<file path="config.mk">
export PLATFORM = sky130hd
export DESIGN_NAME = crsd_strap_decode
export DESIGN_NICKNAME = d
export VERILOG_FILES = /design/src/logic/crsd_pkg.sv /design/src/logic/crsd_strap_decode.sv
export VERILOG_INCLUDE_DIRS = /design/src /design/src/logic
export SDC_FILE = /design/constraint.sdc
export NUM_CORES = 1
export LEC_CHECK = 0
export BUFFER_PORTS_ARGS = -buffer_cell sky130_fd_sc_hd__buf_4
export CAP_MARGIN = 20
export CORE_ASPECT_RATIO = 1.75
export CORE_UTILIZATION = 48
export DETAILED_ROUTE_END_ITERATION = 6
export PLACE_DENSITY = 0.82
export SLEW_MARGIN = 25
export SYNTH_ARGS = -nofsm -noshare
export SYNTH_HDL_FRONTEND = slang
export SYNTH_SLANG_ARGS = --single-unit
</file>
<file path="constraint.sdc">
create_clock -name mclk -period 1.8 [get_ports mclk]
set_input_delay 0.18 -clock mclk [delete_from_list [all_inputs] [get_ports mclk]]
set_output_delay 0.18 -clock mclk [all_outputs]
set_load 0.02 [all_outputs]
</file>
<file path="src/logic/crsd_cfg.svh">
`ifndef CRSD_CFG_SVH
`define CRSD_CFG_SVH

// Platform-to-system ratio strap codes.
`define CRSD_PR_16  4'h0
`define CRSD_PR_2   4'h2
`define CRSD_PR_3   4'h3
`define CRSD_PR_4   4'h4
`define CRSD_PR_5   4'h5
`define CRSD_PR_6   4'h6
`define CRSD_PR_8   4'h8
`define CRSD_PR_9   4'h9
`define CRSD_PR_10  4'hA
`define CRSD_PR_12  4'hC

// Platform multipliers as integers.
`define CRSD_MUL_16 5'h10
`define CRSD_MUL_2  5'h02
`define CRSD_MUL_3  5'h03
`define CRSD_MUL_4  5'h04
`define CRSD_MUL_5  5'h05
`define CRSD_MUL_6  5'h06
`define CRSD_MUL_8  5'h08
`define CRSD_MUL_9  5'h09
`define CRSD_MUL_10 5'h0A
`define CRSD_MUL_12 5'h0C
`define CRSD_MUL_0  5'h00

// Core ratio strap codes, high strap first; the fourth code is the 7:2 setting.
`define CRSD_CC_2_1 2'h0
`define CRSD_CC_5_2 2'h1
`define CRSD_CC_3_1 2'h2

// Core ratio in half steps: 2:1, 5:2, 3:1, 7:2.
`define CRSD_CR_00  4'h4
`define CRSD_CR_01  4'h5
`define CRSD_CR_10  4'h6
`define CRSD_CR_11  4'h7

// Memory bus clock divides the platform clock by this.
`define CRSD_MEM_DIV 2'h2

`endif

</file>
<file path="src/logic/crsd_pkg.sv">
package crsd_pkg;
    typedef struct packed {
        logic [3:0] platform_ratio_strap;
        logic       core_ratio_strap_hi;
        logic       core_ratio_strap_lo;
        logic       pci_width_strap_n;
    } crsd_straps_t;

    typedef struct packed {
        logic [4:0] platform_mul;
        logic       platform_reserved;
        logic [3:0] core_half_mul;
        logic [1:0] mem_div;
        logic       pci_64bit;
    } crsd_ratio_t;
endpackage

</file>
<file path="src/logic/crsd_strap_decode.sv">
`timescale 1ns/1ps
`include "crsd_cfg.svh"
module crsd_strap_decode (
    input  wire logic                   mclk,
    input  wire logic                   rstn,
    input  wire crsd_pkg::crsd_straps_t strap_pins,
    output crsd_pkg::crsd_ratio_t       ratio_cfg,
    output logic                        cfg_pullup_en,
    output logic                        rst_drive_oe_n,
    output logic                        rst_drive
);
    import crsd_pkg::*;

    // ****************************************
    // Strap synchroniser
    // ****************************************
    // Pins are asynchronous, so three stages; a change counts once stages two and three agree.
    crsd_straps_t s1_q;
    crsd_straps_t s2_q;
    crsd_straps_t s3_q;
    crsd_straps_t stable_q;
    logic         rst_q;
    logic         locked_q;
    crsd_ratio_t  ratio_q;
    logic         pullup_q;
    logic         oe_n_q;

    wire          agree = (s2_q == s3_q);
    // A reset shorter than the synchroniser depth latches whatever the filter last held.
    wire          fire  = rst_q && !locked_q;

    always_ff @(posedge mclk) begin
        s1_q <= strap_pins;
        s2_q <= s1_q;
        s3_q <= s2_q;
        if (agree) begin
            stable_q <= s3_q;
        end
    end

    // ****************************************
    // Decode
    // ****************************************
    // platform code table
    logic [4:0] pmul_d;
    always_comb begin
        case (stable_q.platform_ratio_strap)
            `CRSD_PR_16: pmul_d = `CRSD_MUL_16;
            `CRSD_PR_2:  pmul_d = `CRSD_MUL_2;
            `CRSD_PR_3:  pmul_d = `CRSD_MUL_3;
            `CRSD_PR_4:  pmul_d = `CRSD_MUL_4;
            `CRSD_PR_5:  pmul_d = `CRSD_MUL_5;
            `CRSD_PR_6:  pmul_d = `CRSD_MUL_6;
            `CRSD_PR_8:  pmul_d = `CRSD_MUL_8;
            `CRSD_PR_9:  pmul_d = `CRSD_MUL_9;
            `CRSD_PR_10: pmul_d = `CRSD_MUL_10;
            `CRSD_PR_12: pmul_d = `CRSD_MUL_12;
            default:     pmul_d = `CRSD_MUL_0;
        endcase
    end

    wire  [1:0] core_code = {stable_q.core_ratio_strap_hi, stable_q.core_ratio_strap_lo};
    logic [3:0] cmul_d;
    always_comb begin
        case (core_code)
            `CRSD_CC_2_1: cmul_d = `CRSD_CR_00;
            `CRSD_CC_5_2: cmul_d = `CRSD_CR_01;
            `CRSD_CC_3_1: cmul_d = `CRSD_CR_10;
            default:      cmul_d = `CRSD_CR_11;
        endcase
    end

    crsd_ratio_t ratio_d;
    always_comb begin
        ratio_d.platform_mul      = pmul_d;
        ratio_d.platform_reserved = (pmul_d == `CRSD_MUL_0);
        ratio_d.core_half_mul     = cmul_d;
        ratio_d.mem_div           = `CRSD_MEM_DIV;
        ratio_d.pci_64bit         = !stable_q.pci_width_strap_n;
    end

    // ****************************************
    // Reset-time latch and pin control
    // ****************************************
    // Straps are caught on the second clock after release, never under reset itself,
    // so the latch sees a settled synchroniser output.
    always_ff @(posedge mclk) begin
        rst_q <= rstn;
        if (!rstn) begin
            locked_q <= 1'b0;
            ratio_q  <= '0;
            pullup_q <= 1'b1;
            oe_n_q   <= 1'b0;
        end else begin
            if (fire) begin
                locked_q <= 1'b1;
                ratio_q  <= ratio_d;
            end
            pullup_q <= 1'b0;
            oe_n_q   <= 1'b0;
        end
    end

    assign ratio_cfg      = ratio_q;
    assign cfg_pullup_en  = pullup_q;
    // driven during reset
    // The enable never releases, so the pin has a defined level from the first edge on.
    assign rst_drive_oe_n = oe_n_q;
    assign rst_drive      = rst_q;
endmodule

</file>
==> flow_summary.yaml, run 1 <==
run_status:
  status: "finished clean"
synthesis:
  synth_compound_area_frac: 0.0852
  ys_seq_area_frac: 0.624
  synth-xor-area-share: 0.0965
  yosys.area.top_type: "dfxtp_1"
  synthCells: 128
  synth_cell_types: 26
  synth_adder_area_share: 0
  synth_top_family_by_area: "simple AND/OR/NAND/NOR gates"
  yosys-top-cells-area: "dfxtp_1, edfxtp_1, xnor2_4"
  syn-mean-instance-area_um2: 12.2
  netlist_area_um2: 1560
  ys_warn_count: 0
  synth_top_area_share: 0.489
  yosys.area_share.simple: 0.101
  ys_ff_latch: 45
  synthMuxAreaShare: 0.0354
hold_path:
  holdCritPathClass: "flip-flop to flip-flop"
timing:
  post-route-period-util: 0.864
  grt_setup_unrepaired: "no"
  fin_worst_skew_ps: 2.64
  fmax_mhz: 643
  final-hold-violation-count: 0
  worstMarginPinSlew_ps: 582
  setup_viol: 0
  fin_tns_setup_ps: 0
  min_period_ps: 1560
  relSlewSlack: 0.611
  maxSlewViolCount: 0
critical_path:
  worstPathMaxFanout: 7
  cp-start-kind: "flip-flop"
  crit_required_ps: 1810
  cp.arrival_ps: 1570
  end_kind: "flip-flop"
  critPathKind: "flip-flop to flip-flop"
floorplan:
  die_area_um2: 3480
  rows: 27
  start_util: 0.501
  coreArea_um2: 3110
  die_y_um: 77.3
  fp.dieW_um: 45.0
  io_pins: 25
placement:
  dp_hpwl_um: 1800
  place_area_um2: 1730
  routabilityCongestion: 0.778
  io_buffer_count: 21
pwr:
  power.density_nw_per_um2: 1010
  power.leakage_uw: 0.000766
  vdd_drop_max_mv: 0.974
global_route:
  track_usage: 0.162
  grt_pass1_wl_um: 3980
  first_global_vias: 990
  antenna_found_initial: 0
  grt.busiest_layer: "met2"
  grt_max_degree: 15
  overflow: 0
  use_met2: 0.309
  grtUsageMet1: 0.120
  gr-usage-met3: 0.0605
clock_network:
  holdBufCountCts: 8
  htree_levels: 2
  cts_tree: "yes"
  path_clk_slew_ps: 80
  cts_resized: 0
  clkLatencyLatePin_ps: 290
  clock-root-buffer: "clkbuf_8"
  cts.path.max_buffers: 2
  cts_buffers: 5
  post_cts.repair.setup_buffers: 0
  cts_sinks: 45
route:
  vias: 983
  drcViolationCount: 0
  routed_wl_um: 2440
  drtIter0Drc: 10
  ant_nets: 0
  routed_via_density: 4.82
  wl_per_cell_um: 11.9
  firstDrtPassIters: 4
final_layout:
  layout-drive-gt1-share: 0.261
  fin_nets: 169
  n_antenna_cell: 0
  fin_area_um2: 1930
  fillCellCount: 258
  synthToLayoutAreaGrowth_pct: 23.7
run:
  drv_cap: 0
cell type report:
cell class                 count  area (um2)  area share
timing repair buffer          34         275       0.143
clock buffer                   7         108      0.0559
clock inverter                 1        7.51     0.00390
inverter                       1        3.75     0.00195
sequential                    45         971       0.504
tap                           43        53.8      0.0279
multi-input combinational     73         507       0.263
per-stage QoR:
| stage | hold slack, ps | worst slack (ps) | std cells | utilization | total power (uW) |
|---|---|---|---|---|---|
| 4_1_cts | 335 | 247 | 204 | 0.620 | 1970 |
| 5_1_grt | 342 | 149 | 204 | 0.620 | 2020 |
| 2_1_floorplan | 208 | 94.2 | 130 | - | 1210 |
| 3_3_place_gp | 285 | 357 | 188 | 0.557 | 1240 |
| 3_5_place_dp | 286 | 263 | 188 | 0.557 | 1250 |
| 6_report | 332 | 245 | 204 | 0.620 | 1950 |
cells by family (layout without fill, tap and decap cells):
family | Yosys count | after routing
compound gates | 25 | 25
xor+xnor | 9 | 9
buf+inv | 12 | 43
flops | 45 | 45
mux | 5 | 5
other cells | 1 | 3
simple gates | 31 | 31
critical path, stage by stage (launching register included):
cell and delay, ps:
dfxtp_1 490, xor2_2 140, nor4_4 420, buf_4 230
path summary, 6_finish.rpt:
| path | endpoint | start | depth (start not counted) | slack [ps] |
|---|---|---|---|---|
| min reg2reg | s2_q[5] | s1_q[5] | 0 | 330 |
| max reg2reg | stable_q[4] | s3_q[3] | 3 | 240 |
| max | stable_q[4] | s3_q[3] | 3 | 240 |
| min | s2_q[5] | s1_q[5] | 0 | 330 |
state kept, by name, summed over array words and instances, names as in the netlist:
signal,cells
s2_q,7
pmul_d,5
s1_q,7
stable_q,5
s3_q,7
cfg_pullup_en,1
core_code,2
locked_q,1
rst_drive,1
ratio_cfg,9
metal layers:
metal | routed length, um | up-vias
li1 | - | 484
met1 | 754 | 461
met2 | 1510 | 31
met3 | 108 | 7
met4 | 59 | 0
met5 | 0 | -
Yosys cell counts, drive strengths merged:
cell	instances
xor2	5
nand2	14
o21ai	8
inv	1
buf	8
or4	1
conb	1
nand4	1
o211ai	2
mux2	1
xnor2	4
a21oi	14
nand2b	1
edfxtp	7
clkbuf	3
a211oi	1
nor4	3
mux2i	4
dfxtp	38
nor3	1
nor2b	1
nor2	9
report_power, final:
part | internal (uW) | switching [uW]
Clock | 395 | 317
Sequential | 1060 | 29.1
Combinational | 77.5 | 73.8
layout by cell type (no fill, tap or decap), types with 6 or more instances in the layout:
| master | netlist | final |
|---|---|---|
| dfxtp_1 | 38 | 38 |
| nand2_1 | 14 | 14 |
| clkbuf_8 | 0 | 6 |
| buf_4 | 5 | 26 |
| edfxtp_1 | 7 | 7 |
| o21ai_0 | 8 | 8 |
| a21oi_1 | 14 | 14 |
| nor2_1 | 9 | 9 |
| dlygate4sd3_1 | 0 | 8 |
Power figures use the tool's default switching activity.
==> run 2: changes to the inputs <==
Settings changed: CAP_MARGIN 20 to 15, CORE_MARGIN from default to 4, PLACE_DENSITY 0.82 to 0.84.
==> run 2 against run 1 <==
Critical path depth stayed put. Fmax is 6.6% higher. Flip-flop and latch count stayed put. Setup slack better by 96 ps. Critical path type unchanged. Critical endpoint unchanged. Highest routed layer unchanged.
==> flow_summary.yaml, run 2 (same netlist as run 1, synthesis figures left out) <==
timing:
  setup_viol: 0
  grt_setup_unrepaired: "no"
  worstMarginPinSlew_ps: 615
  fmax_mhz: 685
  fin_tns_setup_ps: 0
  fin_worst_skew_ps: 8.75
  maxSlewViolCount: 0
  min_period_ps: 1460
  post-route-period-util: 0.811
  relSlewSlack: 0.589
  final-hold-violation-count: 0
run_status:
  status: "finished clean"
pwr:
  p_seq_frac: 0.603
  p_comb_frac: 0.083
  switching_share: 0.221
  power.leakage_uw: 0.000755
  power.density_nw_per_um2: 951
  vdd_drop_max_mv: 0.989
  clockPowerShare: 0.314
  intPower_uw: 1400
  p_sw_uw: 397
floorplan:
  die_y_um: 83.3
  rows: 27
  start_util: 0.495
  io_pins: 25
  coreArea_um2: 3140
  die_area_um2: 4250
  fp.dieW_um: 51.0
final_layout:
  synthToLayoutAreaGrowth_pct: 21.6
  n_antenna_cell: 0
  final_cell_mix: "dfxtp_1, buf_4, a21oi_1, nand2_1, nor2_1"
  fillCellCount: 264
  layout-drive-gt1-share: 0.255
  fin_nets: 169
  utilization: 0.603
  largest_reg_flops: 9
  instances_no_fill: 204
  final_common_cell: "dfxtp_1"
global_route:
  overflow: 0
  grt_max_degree: 14
  track_usage: 0.128
  grt_pass1_wl_um: 4100
  first_global_vias: 970
  antenna_found_initial: 0
critical_path:
  cp.arrival_ps: 1460
  critPathKind: "flip-flop to flip-flop"
  r2r_start: "s3_q[3]"
  crit_required_ps: 1800
  critical_path.startpoint: "s3_q[3]"
  end_kind: "flip-flop"
  cp-start-kind: "flip-flop"
  worstPathMaxFanout: 7
clock_network:
  path_clk_slew_ps: 70
  post_cts.repair.setup_buffers: 0
  clock-root-buffer: "clkbuf_8"
  cts_tree: "yes"
  cts.path.max_buffers: 2
  cts_buffers: 5
  cts_sinks: 45
  clkLatencyLatePin_ps: 290
  htree_levels: 2
hold_path:
  worstHoldStart: "s1_q[3]"
  holdCritPathClass: "flip-flop to flip-flop"
placement:
  io_buffer_count: 21
  dp_hpwl_um: 1800
  routabilityCongestion: 0.747
  placed_cells: 188
route:
  drt-met1-wl_um: 786
  routed.top_layer: "met4"
  ant_nets: 0
  wl_met3_um: 150
  firstDrtPassIters: 4
  vias: 971
  drtIter0Drc: 18
  wl_met2_um: 1400
  wl_per_cell_um: 11.8
  routed_via_density: 4.76
  drcViolationCount: 0
  routed_wl_um: 2400
run:
  drv_cap: 0
-- run 2: cell types whose count changed in the layout (fill, tap and decap cells not counted) --
cell        previous run  this run
clkbuf_1               0         1
clkinvlp_4             1         0
clkinv_2               0         2
clkbuf_8               6         5
clkbuf_16              1         0
-- run 2: power groups by stage --
stage | Clock, uW | Combinational (uW) | Sequential [uW]
after floorplan | 0 | 96.9 | 1110
after global placement | 0 | 132 | 1110
after detailed placement | 0 | 136 | 1110
after CTS | 589 | 150 | 1090
after global routing | 633 | 161 | 1090
final | 565 | 149 | 1090
-- run 2: layer usage --
| metal | track usage | vias to the layer above |
|---|---|---|
| met5 | 0 | - |
| met4 | 0.0735 | 0 |
| met3 | 0.0305 | 7 |
| met2 | 0.236 | 30 |
| met1 | 0.121 | 451 |
| li1 | - | 483 |
-- run 2: final timing paths --
path                 endpoint  slack, ps  depth (start not counted)
setup / recovery  stable_q[4]        340                          3
hold / removal        s2_q[3]        330                          0
setup reg to reg  stable_q[4]        340                          3
hold reg to reg       s2_q[3]        330                          0
-- run 2: area by class of cell --
| class | instances | area, um2 | area share |
|---|---|---|---|
| well taps | 43 | 53.8 | 0.0284 |
| repair buffers | 34 | 275 | 0.145 |
| inverters | 1 | 3.75 | 0.00198 |
| clock inverters | 2 | 10.0 | 0.00529 |
| clock buffers | 6 | 72.6 | 0.0383 |
| flip-flops and latches | 45 | 971 | 0.513 |
| multi-input cells | 73 | 507 | 0.268 |
-- run 2: critical path, stage by stage, from the launching register on --
cell	delay (ps)
dfxtp_1	490
xor2_2	130
nor4_4	340
buf_4	210
-- run 2: per-stage QoR --
stage | cell area, um2 | setup slack, ps | total power (uW) | hold WS (ps)
after floorplan | 1560 | 94.2 | 1210 | 208
after global placement | 1730 | 392 | 1240 | 285
after detailed placement | 1730 | 345 | 1250 | 285
after CTS | 1890 | 340 | 1820 | 332
after global routing | 1890 | 261 | 1880 | 335
final | 1890 | 341 | 1800 | 329
-- run 2: repair_timing --
item	CTS	global route
hold buffers	8	0
resized for setup	0	0
endpoints found under the hold margin	8	0
